`src/logic/ltes_pkg.sv`:
```
// shared constants, register map and carrier types of the low-temperature stamp bank
package ltes_pkg;

    // ********************************************************************
    // widths
    // ********************************************************************
    localparam int unsigned LTES_AW = 8;
    localparam int unsigned LTES_DW = 8;
    localparam int unsigned LTES_CNT_W = 8;
    localparam int unsigned LTES_SEC_W = 7;

    // ********************************************************************
    // register offsets
    // ********************************************************************
    localparam logic [7:0] LTES_OFS_COUNT = 8'h18;
    localparam logic [7:0] LTES_OFS_SECONDS = 8'h19;
    localparam logic [7:0] LTES_OFS_GROUP_LAST = 8'h1e;
    localparam logic [7:0] LTES_OFS_CTRL = 8'h1f;

    // ********************************************************************
    // control register fields
    // ********************************************************************
    localparam int unsigned LTES_CTRL_EN_BIT = 0;
    localparam int unsigned LTES_CTRL_OVR_BIT = 1;
    localparam int unsigned LTES_CTRL_CLR_BIT = 2;
    localparam int unsigned LTES_CTRL_HELD_BIT = 3;

    // ********************************************************************
    // reset values and the count step
    // ********************************************************************
    localparam logic [7:0] LTES_COUNT_RST = 8'h00;
    localparam logic [6:0] LTES_SECONDS_RST = 7'h00;
    localparam logic LTES_EN_RST = 1'b0;
    localparam logic LTES_OVR_RST = 1'b0;
    localparam logic [7:0] LTES_RDATA_RST = 8'h00;
    localparam logic [7:0] LTES_COUNT_ONE = 8'h01;

    // ********************************************************************
    // types
    // ********************************************************************
    typedef enum logic [0:0] {
        LTES_ARMED = 1'b0,
        LTES_HELD = 1'b1
    } ltes_stamp_st_t;

    typedef struct packed {
        ltes_stamp_st_t st;
        logic [7:0] count;
        logic [6:0] secs;
    } ltes_core_t;

    typedef struct packed {
        logic [7:0] addr;
        logic [7:0] wdata;
        logic wr;
        logic rd;
    } ltes_bus_req_t;

    typedef struct packed {
        logic [7:0] rdata;
        logic rvalid;
    } ltes_bus_rsp_t;

    typedef struct packed {
        logic en;
        logic ovr;
        ltes_bus_rsp_t rsp;
    } ltes_top_t;

endpackage

```
`src/logic/ltes_regs.sv`:
```
// register bank holding the low-temperature event count and seconds stamp
//
// Our own choice: the plain strobed port.
`timescale 1ns/1ps

// Function
// - the stamp group spans seven registers, counter first, then seconds up to year
// - counter holds number of events where integer temperature is below threshold
// - counter is 8-bit unsigned binary, zero through 255
// - both stamp registers are read-only; writes change nothing
// - seconds stamp holds clock seconds captured at an event, 00 to 59
// - seconds stamp is two bcd digits, tens upper, units in low nibble
// - top bit of the seconds stamp always reads zero
module ltes_regs (
    // clock and reset
    input wire logic clk_i,
    input wire logic resetn_i,
    // register port
    input wire ltes_pkg::ltes_bus_req_t bus_req_i,
    output ltes_pkg::ltes_bus_rsp_t bus_rsp_o,
    // from the threshold comparator and the clock, same clock domain
    input wire logic low_event_i,
    input wire logic [ltes_pkg::LTES_SEC_W-1:0] seconds_bcd_i,
    // control and state towards the rest of the unit
    output logic low_stamp_enable_bit_o,
    output logic low_event_override_flag_o,
    output logic low_stamp_held_o,
    output logic low_stamp_clear_bit_o
);
    import ltes_pkg::*;

    // ********************************************************************
    // decode helpers
    // ********************************************************************

    // address match, used by both the write and the read path
    function automatic logic ltes_hit(input logic [7:0] addr, input logic [7:0] ofs);
        ltes_hit = (addr == ofs);
    endfunction

    // inside the seven-register stamp group
    function automatic logic ltes_in_group(input logic [7:0] addr);
        ltes_in_group = (addr >= LTES_OFS_COUNT) && (addr <= LTES_OFS_GROUP_LAST);
    endfunction

    // ********************************************************************
    // state
    // ********************************************************************
    ltes_top_t top_q;
    ltes_top_t top_d;
    ltes_core_t core;
    logic clear_wr;
    logic [7:0] rd_mux;

    // the clear bit is a write-one strobe; it is never stored, so it reads zero
    assign clear_wr = bus_req_i.wr && ltes_hit(bus_req_i.addr, LTES_OFS_CTRL)
                      && bus_req_i.wdata[LTES_CTRL_CLR_BIT];

    // ********************************************************************
    // stamp core
    // ********************************************************************
    ltes_stamp_core u_core (
        .clk_i(clk_i),
        .resetn_i(resetn_i),
        .low_event_i(low_event_i),
        .enable_i(top_q.en),
        .override_i(top_q.ovr),
        .clear_i(clear_wr),
        .seconds_bcd_i(seconds_bcd_i),
        .core_o(core)
    );

    // ********************************************************************
    // read multiplexer
    // ********************************************************************

    // the five calendar stamps past seconds live elsewhere and read as zero here
    always_comb begin
        rd_mux = LTES_RDATA_RST;
        if (ltes_hit(bus_req_i.addr, LTES_OFS_COUNT)) begin
            rd_mux = core.count;
        end else if (ltes_hit(bus_req_i.addr, LTES_OFS_SECONDS)) begin
            rd_mux = {1'b0, core.secs};
        end else if (ltes_in_group(bus_req_i.addr)) begin
            rd_mux = LTES_RDATA_RST;
        end else if (ltes_hit(bus_req_i.addr, LTES_OFS_CTRL)) begin
            rd_mux = LTES_RDATA_RST;
            rd_mux[LTES_CTRL_EN_BIT] = top_q.en;
            rd_mux[LTES_CTRL_OVR_BIT] = top_q.ovr;
            rd_mux[LTES_CTRL_HELD_BIT] = (core.st == LTES_HELD);
        end
    end

    // ********************************************************************
    // next state of the bank
    // ********************************************************************

    // writes to the count and seconds offsets fall through and touch nothing
    always_comb begin
        top_d = top_q;
        top_d.rsp.rvalid = bus_req_i.rd;
        // data stands one cycle only, zero otherwise
        top_d.rsp.rdata = bus_req_i.rd ? rd_mux : LTES_RDATA_RST;
        if (bus_req_i.wr && ltes_hit(bus_req_i.addr, LTES_OFS_CTRL)) begin
            top_d.en = bus_req_i.wdata[LTES_CTRL_EN_BIT];
            top_d.ovr = bus_req_i.wdata[LTES_CTRL_OVR_BIT];
        end
        // no assignment path exists from the bus into the stamps
    end

    // ********************************************************************
    // registers
    // ********************************************************************
    always_ff @(posedge clk_i or negedge resetn_i) begin
        if (!resetn_i) begin
            top_q.en <= LTES_EN_RST;
            top_q.ovr <= LTES_OVR_RST;
            top_q.rsp.rdata <= LTES_RDATA_RST;
            top_q.rsp.rvalid <= 1'b0;
        end else begin
            top_q <= top_d;
        end
    end

    // ********************************************************************
    // outputs
    // ********************************************************************
    assign bus_rsp_o = top_q.rsp;
    assign low_stamp_enable_bit_o = top_q.en;
    assign low_event_override_flag_o = top_q.ovr;
    assign low_stamp_held_o = (core.st == LTES_HELD);
    // combinational strobe so the unit sees the clear in the write cycle
    assign low_stamp_clear_bit_o = clear_wr;

    // ********************************************************************
    // checks
    // ********************************************************************

    // counting event raises the count by exactly one
    count_step_a: assert property (
        @(posedge clk_i) disable iff (!resetn_i)
        (low_event_i && top_q.en && !clear_wr)
        |=> (core.count == 8'($past(core.count) + 8'h01))
    ) else $error("count did not step by one on an event");

    // the top value rolls over to zero
    count_wrap_a: assert property (
        @(posedge clk_i) disable iff (!resetn_i)
        (low_event_i && top_q.en && !clear_wr && core.count == 8'hff)
        |=> (core.count == 8'h00)
    ) else $error("count did not wrap from 255 to 0");

    // disabled or quiet cycles leave the count alone
    count_hold_a: assert property (
        @(posedge clk_i) disable iff (!resetn_i)
        (!clear_wr && !(low_event_i && top_q.en)) |=> $stable(core.count)
    ) else $error("count moved without a counted event");

    // a write to a stamp register changes neither stamp
    ro_write_a: assert property (
        @(posedge clk_i) disable iff (!resetn_i)
        (bus_req_i.wr && ltes_in_group(bus_req_i.addr) && !low_event_i)
        |=> ($stable(core.count) && $stable(core.secs))
    ) else $error("stamp changed after a bus write");

    // a capture takes the clock seconds as they were
    sec_capture_a: assert property (
        @(posedge clk_i) disable iff (!resetn_i)
        (low_event_i && top_q.en && (top_q.ovr || core.st == LTES_ARMED || clear_wr))
        |=> (core.secs == $past(seconds_bcd_i) && core.st == LTES_HELD)
    ) else $error("seconds stamp not captured on event");

    // first-event mode keeps the earlier stamp
    sec_keep_a: assert property (
        @(posedge clk_i) disable iff (!resetn_i)
        (core.st == LTES_HELD && !top_q.ovr && !clear_wr) |=> $stable(core.secs)
    ) else $error("held seconds stamp overwritten");

    // seconds read shows a clear top bit and the stamp below
    sec_read_a: assert property (
        @(posedge clk_i) disable iff (!resetn_i)
        (bus_req_i.rd && ltes_hit(bus_req_i.addr, LTES_OFS_SECONDS))
        |=> (bus_rsp_o.rvalid && !bus_rsp_o.rdata[7]
             && bus_rsp_o.rdata[6:0] == $past(core.secs))
    ) else $error("seconds read data wrong");

    // count read returns the count of the read cycle
    count_read_a: assert property (
        @(posedge clk_i) disable iff (!resetn_i)
        (bus_req_i.rd && ltes_hit(bus_req_i.addr, LTES_OFS_COUNT))
        |=> (bus_rsp_o.rdata == $past(core.count))
    ) else $error("count read data wrong");

    // clear alone zeroes both stamps and rearms capture
    clear_zero_a: assert property (
        @(posedge clk_i) disable iff (!resetn_i)
        (clear_wr && !low_event_i)
        |=> (core.count == 8'h00 && core.secs == 7'h00 && core.st == LTES_ARMED)
    ) else $error("clear did not zero the stamps");

    // read data only in the cycle after a read
    read_once_a: assert property (
        @(posedge clk_i) disable iff (!resetn_i)
        !bus_req_i.rd |=> (!bus_rsp_o.rvalid && bus_rsp_o.rdata == 8'h00)
    ) else $error("read data outside its cycle");

    // ********************************************************************
    // checks on the control word, the read path and the held state
    // ********************************************************************

    // every read strobe is answered in the next cycle
    read_valid_a: assert property (
        @(posedge clk_i) disable iff (!resetn_i)
        bus_req_i.rd |=> bus_rsp_o.rvalid
    ) else $error("read strobe not answered");

    // the calendar places past seconds read as zero in this bank
    group_read_a: assert property (
        @(posedge clk_i) disable iff (!resetn_i)
        (bus_req_i.rd && ltes_in_group(bus_req_i.addr)
         && !ltes_hit(bus_req_i.addr, LTES_OFS_COUNT)
         && !ltes_hit(bus_req_i.addr, LTES_OFS_SECONDS))
        |=> (bus_rsp_o.rdata == 8'h00)
    ) else $error("calendar stamp place did not read zero");

    // places outside the group and the control word read as zero
    unmapped_read_a: assert property (
        @(posedge clk_i) disable iff (!resetn_i)
        (bus_req_i.rd && !ltes_in_group(bus_req_i.addr)
         && !ltes_hit(bus_req_i.addr, LTES_OFS_CTRL))
        |=> (bus_rsp_o.rdata == 8'h00)
    ) else $error("unmapped place did not read zero");

    // control read shows enable, override and held, never the clear strobe
    ctrl_read_a: assert property (
        @(posedge clk_i) disable iff (!resetn_i)
        (bus_req_i.rd && ltes_hit(bus_req_i.addr, LTES_OFS_CTRL))
        |=> (bus_rsp_o.rdata == {4'h0, $past(low_stamp_held_o), 1'b0,
                                 $past(low_event_override_flag_o), $past(low_stamp_enable_bit_o)})
    ) else $error("control read data wrong");

    // a control write lands in the next cycle
    ctrl_write_a: assert property (
        @(posedge clk_i) disable iff (!resetn_i)
        (bus_req_i.wr && ltes_hit(bus_req_i.addr, LTES_OFS_CTRL))
        |=> (top_q.en == $past(bus_req_i.wdata[LTES_CTRL_EN_BIT])
             && top_q.ovr == $past(bus_req_i.wdata[LTES_CTRL_OVR_BIT]))
    ) else $error("control write did not land");

    // without a control write the enable and override bits hold
    ctrl_hold_a: assert property (
        @(posedge clk_i) disable iff (!resetn_i)
        !(bus_req_i.wr && ltes_hit(bus_req_i.addr, LTES_OFS_CTRL))
        |=> ($stable(top_q.en) && $stable(top_q.ovr))
    ) else $error("control bits moved without a write");

    // events while disabled leave count, stamp and held state alone
    event_off_a: assert property (
        @(posedge clk_i) disable iff (!resetn_i)
        (low_event_i && !top_q.en && !clear_wr)
        |=> ($stable(core.count) && $stable(core.secs) && $stable(core.st))
    ) else $error("disabled event changed the stamps");

    // counting goes on while a first stamp is held
    held_count_a: assert property (
        @(posedge clk_i) disable iff (!resetn_i)
        (low_event_i && top_q.en && !top_q.ovr && !clear_wr && core.st == LTES_HELD)
        |=> (core.count == 8'($past(core.count) + 8'h01) && $stable(core.secs))
    ) else $error("held stamp stopped the count");

    // any counted event leaves a stamp held
    held_set_a: assert property (
        @(posedge clk_i) disable iff (!resetn_i)
        (low_event_i && top_q.en) |=> low_stamp_held_o
    ) else $error("no stamp held after an event");

    // the held state only rises through a counted event
    held_rise_a: assert property (
        @(posedge clk_i) disable iff (!resetn_i)
        $rose(low_stamp_held_o) |-> ($past(low_event_i) && $past(top_q.en))
    ) else $error("held state rose without an event");

    // with no clear and no counted event the stamp and its state hold
    sec_idle_a: assert property (
        @(posedge clk_i) disable iff (!resetn_i)
        (!clear_wr && !(low_event_i && top_q.en))
        |=> ($stable(core.secs) && $stable(core.st))
    ) else $error("seconds stamp moved without an event");

    // the block does not check its seconds input, so this holds only for a legal clock
    sec_bcd_a: assert property (
        @(posedge clk_i) disable iff (!resetn_i)
        (core.secs[3:0] <= 4'h9) && (core.secs[6:4] <= 3'h5)
    ) else $error("seconds stamp is not legal bcd");

    // an event in the clear cycle counts as the first event after the clear
    clear_event_a: assert property (
        @(posedge clk_i) disable iff (!resetn_i)
        (clear_wr && low_event_i && top_q.en)
        |=> (core.count == 8'h01 && core.secs == $past(seconds_bcd_i))
    ) else $error("event lost in the clear cycle");

    // a write is never answered with read data
    write_quiet_a: assert property (
        @(posedge clk_i) disable iff (!resetn_i)
        bus_req_i.wr |=> (!bus_rsp_o.rvalid && bus_rsp_o.rdata == 8'h00)
    ) else $error("write produced read data");

endmodule // ltes_regs

```
`src/logic/ltes_stamp_core.sv`:
```
// event counter and seconds capture of the low-temperature stamp bank
`timescale 1ns/1ps
module ltes_stamp_core (
    // clock and reset
    input wire logic clk_i,
    input wire logic resetn_i,
    // events and controls
    input wire logic low_event_i,
    input wire logic enable_i,
    input wire logic override_i,
    input wire logic clear_i,
    // current seconds in bcd
    input wire logic [ltes_pkg::LTES_SEC_W-1:0] seconds_bcd_i,
    // stamp state
    output ltes_pkg::ltes_core_t core_o
);
    import ltes_pkg::*;

    ltes_core_t core_q;
    ltes_core_t core_d;
    logic take_stamp;
    logic [7:0] count_base;

    // next state; an event in the clear cycle survives the clear
    always_comb begin
        core_d = core_q;
        take_stamp = 1'b0;
        count_base = clear_i ? LTES_COUNT_RST : core_q.count;
        case (core_q.st)
            LTES_ARMED: take_stamp = 1'b1;
            LTES_HELD: take_stamp = override_i || clear_i;
            default: take_stamp = 1'b1;
        endcase
        if (clear_i) begin
            core_d.count = LTES_COUNT_RST;
            core_d.secs = LTES_SECONDS_RST;
            core_d.st = LTES_ARMED;
        end
        if (low_event_i && enable_i) begin
            // plain 8-bit add wraps 255 back to 0
            core_d.count = count_base + LTES_COUNT_ONE;
            if (take_stamp) begin
                core_d.secs = seconds_bcd_i;
                core_d.st = LTES_HELD;
            end
        end
    end

    // state register
    always_ff @(posedge clk_i or negedge resetn_i) begin
        if (!resetn_i) begin
            core_q <= '{st: LTES_ARMED, count: LTES_COUNT_RST, secs: LTES_SECONDS_RST};
        end else begin
            core_q <= core_d;
        end
    end

    assign core_o = core_q;

endmodule // ltes_stamp_core

```
`config.mk`:
```
export PLATFORM = sky130hd
export DESIGN_NAME = ltes_regs
export DESIGN_NICKNAME = d
export VERILOG_FILES = /design/src/logic/ltes_pkg.sv /design/src/logic/ltes_regs.sv /design/src/logic/ltes_stamp_core.sv
export SDC_FILE = /design/constraint.sdc
export NUM_CORES = 1
export LEC_CHECK = 0
export ABC_AREA = 1
export BUFFER_PORTS_ARGS = -buffer_cell sky130_fd_sc_hd__buf_2
export CORE_ASPECT_RATIO = 0.7
export CORE_MARGIN = 4
export CORE_UTILIZATION = 42
export DETAILED_ROUTE_END_ITERATION = 6
export GPL_TIMING_DRIVEN = 0
export HOLD_SLACK_MARGIN = 0.05
export PLACE_DENSITY = 0.74
export SYNTH_ARGS = -nofsm -noshare
export SYNTH_HDL_FRONTEND = slang
export SYNTH_SLANG_ARGS = --single-unit
```
`constraint.sdc`:
```
create_clock -name clk_i -period 1.25 [get_ports clk_i]
set_input_delay 0.1875 -clock clk_i [delete_from_list [all_inputs] [get_ports clk_i]]
set_output_delay 0.1875 -clock clk_i [all_outputs]
set_load 0.01 [all_outputs]
```
== Word-level counts from Yosys, hierarchy flattened ==
Cells that the tools add are included.

* Register bits: 27
* Input port bits: 28
* Output and inout port bits: 13
* Logic and storage cells: 31

* Add/subtract/negate cells: 1
* Order comparisons: 2
* Equal/unequal tests: 3
* Muxes and demuxes: 11
* Bitwise logic cells: 1
* Reductions and logical operators: 6

{| class="wikitable"
|+ Operators by type and width
! operator !! number
|-
| 16-bit two-way mux || 2
|-
| 8-bit by 5-bit equality test with 1-bit output (second input constant) || 3
|-
| 8-bit two-way mux || 3
|-
| 7-bit two-way mux || 2
|-
| 8-bit by 1-bit adder with 8-bit output (second input constant) || 1
|-
| 8-bit by 5-bit greater-or-equal comparator with 1-bit output (second input constant) || 1
|-
| 8-bit by 5-bit less-or-equal comparator with 1-bit output (second input constant) || 1
|-
| 4-bit two-way mux || 2
|-
| 1-bit logical AND || 4
|-
| 1-bit one-hot mux with 2 select lines || 1
|-
| 2-bit nonzero test || 1
|-
| 1-bit logical OR || 1
|-
| 1-bit two-way mux || 1
|-
| 1-bit NOT || 1
|}

== Logic depth before layout (Yosys ltp) ==
* Depth after elaboration: 7
* Gate-level depth with buffers: 10
* Depth with buffers taken out: 10

== Hierarchy ==
Synthesis repeated with hierarchy kept, for this count alone.

* Cell total of the unflattened synthesis: 168
* Area, all modules: 1448.9 um^2

{| class="wikitable"
|+ Modules (own cells, without submodules)
! module !! instances !! cells each !! area each (um^2) !! seq. area each (um^2)
|-
| ltes_stamp_core || 1 || 96 || 845.8 || 400.4
|-
| ltes_regs || 1 || 72 || 603.1 || 275.3
|}

== Least setup slack after synthesis ==
Ideal clock, no wire load.

* Kind: register to register
* Start point: reg top_q, in the netlist low_stamp_enable_bit_o
* End point: reg u_core.core_q, in the netlist u_core.core_o[12]
* Setup time: 80 ps
* Data arrival time: 1122 ps
* Required time: 1170 ps
* Slack: 48 ps
* Stages on the path, launching flop included: 6
* Path buffers: 0
* Clock period less this slack: 1202 ps
* Cell sequence: dfrtp_1 > nand2_1 > inv_1 > nand4_1 > nor2_1 > xnor2_1

* Word-level cells in the longest chain between the ends: 2
* Elaborated cells on any way between the ends: 3
* Classes of those cells: 1 x mux; 2 x reduce/logical

{| class="wikitable"
|+ Ends and longest elaborated chain
! what !! line !! text
|-
| start, declared || ltes_regs.sv:49 || <nowiki>ltes_top_t top_q;</nowiki>
|-
| start signal, assigned || ltes_regs.sv:121 || <nowiki>top_q <= top_d;</nowiki>
|-
| 1-bit logical AND (*) || ltes_stamp_core.sv:39 || <nowiki>if (low_event_i && enable_i) begin</nowiki>
|-
| 16-bit two-way mux or 2-bit nonzero test (tied branches) || -- ||
|-
| end signal, assigned || ltes_stamp_core.sv:52 || <nowiki>core_q <= '{st: LTES_ARMED, count: LTES_COUNT_RST, secs: LTES_SECONDS_RST};</nowiki>
|-
| end signal, assigned || ltes_stamp_core.sv:54 || <nowiki>core_q <= core_d;</nowiki>
|-
| end, declared || ltes_stamp_core.sv:19 || <nowiki>ltes_core_t core_q;</nowiki>
|}

Mark *: on every way between the ends. The rest lies on a longest branch, timed or not.
A chain may end at the register's enable or synchronous reset.

== Worst setup path in the final report ==
* Start point: reg top_q, in the netlist low_stamp_enable_bit_o
* End point: reg u_core.core_q, in the netlist u_core.core_o[10]

The elaborated chain is that of the path after synthesis.

==> report_table.html <==
<table>
<tr><th>Metric</th><th>Value</th></tr>
<tr><th colspan="2">STA</th></tr>
<tr><td>Portion of the clock cycle consumed by the worst path in the final layout</td><td>98.6%</td></tr>
<tr><td>Number of hold violations in the final report</td><td>0</td></tr>
<tr><td>Unrepaired setup endpoints after global routing</td><td>yes</td></tr>
<tr><td>Worst Clk Skew</td><td>0.00435 ns</td></tr>
<tr><td>Clock period minus final worst setup slack</td><td>1.23 ns</td></tr>
<tr><td>Number of pins exceeding their max-slew limit in the final report</td><td>0</td></tr>
<tr><td>Worst-case headroom to the max-slew limit</td><td>roughly 61%</td></tr>
<tr><td>Maximum clock frequency</td><td>between 800 and 900 MHz</td></tr>
<tr><td>Setup-failing EPs final</td><td>0</td></tr>
<tr><td>Least-Margin Pin Slew</td><td>0.590 ns</td></tr>
<tr><td>Final sum of negative setup slack</td><td>0 ns</td></tr>
<tr><th colspan="2">Die</th></tr>
<tr><td>Initial core utilization</td><td>between 40% and 50%</td></tr>
<tr><td>Area of the placeable core</td><td>0.00290 mm^2</td></tr>
<tr><td># rows</td><td>16</td></tr>
<tr><td>Chip Height</td><td>approximately 55 um</td></tr>
<tr><td>Floorplan die area</td><td>between 0.004 and 0.005 mm^2</td></tr>
<tr><td>Die Span X</td><td>about 75 um</td></tr>
<tr><td>I/O pin count</td><td>between 40 and 50</td></tr>
<tr><th colspan="2">Route</th></tr>
<tr><td>Routed WL per cell</td><td>13.3 um</td></tr>
<tr><td>Drt first-iter violations</td><td>103</td></tr>
<tr><td>Drt total wl</td><td>3210 um</td></tr>
<tr><td>Total number of vias</td><td>1175</td></tr>
<tr><td>First-pass DRT Iterations</td><td>4</td></tr>
<tr><td>Final routed DRC violation total</td><td>0</td></tr>
<tr><td>Vias per cell</td><td>4.86</td></tr>
<tr><td>Antenna viol nets, final</td><td>0</td></tr>
<tr><th colspan="2">Placement</th></tr>
<tr><td>Routability-driven placement congestion ratio</td><td>0.864</td></tr>
<tr><td>Buffers added on ports</td><td>35</td></tr>
<tr><td>Instance count after placement with tap cells included</td><td>225</td></tr>
<tr><td>Hpwl dp</td><td>between 2000 and 2500 um</td></tr>
<tr><td>Post-placement cell area</td><td>0.00154 mm^2</td></tr>
<tr><th colspan="2">Layout</th></tr>
<tr><td>Core utilization of the finished layout</td><td>60.0%</td></tr>
<tr><td>Diodes inserted</td><td>0</td></tr>
<tr><td># nets final</td><td>235</td></tr>
<tr><td>Post-route design area</td><td>0.00174 mm^2</td></tr>
<tr><td>Share of final-layout standard cells stronger than drive strength 1</td><td>42.2%</td></tr>
<tr><td>Final std cells w/o fill</td><td>between 200 and 250</td></tr>
<tr><td>Syn-to-layout area delta</td><td>31.5%</td></tr>
<tr><th colspan="2">Worst setup path</th></tr>
<tr><td>Category of the most critical setup path</td><td>flop to flop</td></tr>
<tr><td>CP Data Arrival Time</td><td>1.40 ns</td></tr>
<tr><td>Worst setup SP type</td><td>flop</td></tr>
<tr><td>Minimum setup slack among reg-to-reg paths</td><td>roughly 0.017 ns</td></tr>
<tr><td>Max FO, Critical Path</td><td>5</td></tr>
<tr><td>Capturing element type of the critical path</td><td>flop</td></tr>
<tr><td>Critical path required time</td><td>approximately 1.4 ns</td></tr>
<tr><th colspan="2">Global route</th></tr>
<tr><td>Vias in the first global route</td><td>around 1100</td></tr>
<tr><td>Wire length of the first global-routing pass</td><td>5070 um</td></tr>
<tr><td>Largest net degree at the start of global routing</td><td>28</td></tr>
<tr><td>Antenna violations before repair</td><td>0</td></tr>
<tr><td>Overall overflow remaining after global route</td><td>0</td></tr>
<tr><td>Combined global-route utilization of all metal layers</td><td>16.4%</td></tr>
<tr><th colspan="2">Clock network</th></tr>
<tr><td>Clock network latency to the later pin of the worst-skew pair</td><td>0.27 ns</td></tr>
<tr><td>Cell chosen for the clock root</td><td>clkbuf_8</td></tr>
<tr><td>Clock slew at reported path FFs</td><td>0.09 ns</td></tr>
<tr><td>Max clock buf depth</td><td>2</td></tr>
<tr><td>CTS HTree Levels</td><td>1</td></tr>
<tr><td>Cts bufs inserted</td><td>3</td></tr>
<tr><td>Num Clock Sinks</td><td>27</td></tr>
<tr><td>Clock tree from TritonCTS</td><td>yes</td></tr>
<tr><th colspan="2">Flow run</th></tr>
<tr><td>Number of maximum-capacitance violations</td><td>0</td></tr>
<tr><th colspan="2">Logic synthesis</th></tr>
<tr><td>Mean cell area of the mapped netlist</td><td>8.60 um^2</td></tr>
<tr><td>Flops &amp; latches, synth</td><td>27</td></tr>
<tr><td>Synth warn</td><td>0</td></tr>
<tr><td>Net count of the mapped netlist</td><td>182</td></tr>
<tr><td>Summed instance area of the synthesized netlist</td><td>0.00132 mm^2</td></tr>
<tr><td>Number of different library cells in the post-synthesis netlist</td><td>23</td></tr>
<tr><td>Share of synthesized area occupied by flip-flops and latches</td><td>51.0%</td></tr>
<tr><td>Gate count of the mapped netlist</td><td>154</td></tr>
<tr><th colspan="2">Outcome</th></tr>
<tr><td>Result of the run</td><td>complete, no violations</td></tr>
<tr><th colspan="2">Power</th></tr>
<tr><td>Power density over cell area</td><td>roughly 1100 mW/mm^2</td></tr>
<tr><td>Total leakage power</td><td>0.960 nW</td></tr>
<tr><td>Max IR drop VDD</td><td>0.000748 V</td></tr>
<tr><th colspan="2">Min path</th></tr>
<tr><td>Classification of the worst-slack hold path</td><td>input port to flop</td></tr>
</table>
[registers in the layout (all words and copies together), names as in the netlist]
signal,cells
low_event_override_flag_o,1
u_core.core_o,16
bus_rsp_o,9
low_stamp_enable_bit_o,1
[cell usage in the layout (no fill, tap or decap), drive strengths merged]
cell type     n
nand4         6
nand2        45
a21oi         5
buf          49
inv          26
dfrtp        27
o21bai        1
xor2          1
clkinv        1
nand3        14
o21ai         8
and3          1
nor2         10
dlygate4sd3   2
xnor2         1
a22oi         1
a31oi         3
clkbuf        3
nor3          2
[per-stage QoR]
| step | setup WS (ns) | power [W] | hold slack, ns |
|---|---|---|---|
| floorplan | 0.0478 | 0.00123 | -0.108 |
| global placement | -0.178 | 0.00134 | 0.204 |
| detailed placement | -0.177 | 0.00137 | 0.223 |
| CTS | 0.0261 | 0.00185 | 0.144 |
| global route | -0.0420 | 0.00196 | 0.149 |
| finish | 0.0171 | 0.00188 | 0.142 |
[synthesized netlist by cell type]
cell | count | area, um^2
dfrtp_1 | 27 | 676
a21oi_2 | 1 | 8.76
nand3_2 | 4 | 40.0
a22oi_1 | 1 | 7.51
nand2_1 | 44 | 165
nor2_1 | 9 | 33.8
nand2_2 | 1 | 6.26
nand3_1 | 10 | 50.1
xor2_1 | 1 | 8.76
o21bai_1 | 1 | 7.51
inv_2 | 1 | 3.75
a21oi_1 | 4 | 20.0
a31oi_1 | 3 | 18.8
nor2_2 | 1 | 6.26
and3_1 | 1 | 6.26
nand4_2 | 1 | 12.5
o21ai_2 | 8 | 70.1
xnor2_1 | 1 | 8.76
buf_6 | 3 | 33.8
nand4_1 | 5 | 31.3
nor3_1 | 1 | 5.00
inv_1 | 25 | 93.8
nor3_2 | 1 | 10.0
[worst max-delay path, cell delays in order (launching register included)]
cell and delay [ns]:
dfrtp_1 0.39, nand2_2 0.09, inv_2 0.06, nand4_1 0.23, buf_4 0.23, xor2_1 0.13
[layout make-up]
type | instances | area [um^2]
tap | 36 | 45.0
clock buffer | 3 | 41.3
sequential | 27 | 677
clock inverter | 1 | 5.00
buffer | 2 | 22.5
fill | 232 | 1160
multi-input combinational | 98 | 567
inverter | 26 | 97.6
timing repair buffer | 49 | 285
[path summary, 6_finish.rpt]
check / end / cells past startpoint / startpoint
worst max-delay path: u_core.core_o[10] / 5 / low_stamp_enable_bit_o
worst min-delay path: u_core.core_o[0] / 3 / seconds_bcd_i[0]
worst max register to register: u_core.core_o[10] / 5 / low_stamp_enable_bit_o
worst min register to register: bus_rsp_o[8] / 1 / u_core.core_o[14]
max in group asynchronous: u_core.core_o[8] / 2 / resetn_i
min in group asynchronous: bus_rsp_o[2] / 2 / resetn_i
[metal layers]
| layer | vias up | part of all wire (%) | track usage (%) |
|---|---|---|---|
| li1 | 591 | - | - |
| met1 | 538 | 45 | 21.7 |
| met2 | 40 | 47 | 27.7 |
| met3 | 6 | 6.8 | 4.69 |
| met4 | 0 | 0.90 | 2.07 |
| met5 | - | 0 | 0 |
[kinds of logic after synthesis]
group / share of synthesized area (%)
compound gates: 10.0
xor+xnor: 1.32
buf+inv: 9.92
flops: 51.0
simple gates: 27.7
[what timing repair did]
item | in CTS | in global routing
hold buffers | 2 | 0
pin swaps | 4 | 11
cloned | 0 | 1
endpoints found under the hold margin | 28 | 0
buffers inserted | 7 | 5
setup endpoints to repair | 6 | 19
resized for setup | 4 | 17
[report_power, final]
part,internal [W],switching (W),leakage (nW)
Sequential,0.000977,0.000104,0.364
Combinational,0.000147,0.000168,0.570
Clock,0.000223,0.000260,0.0255
Total,0.00135,0.000532,0.960
No activity file was read; power rests on OpenSTA's default activity.
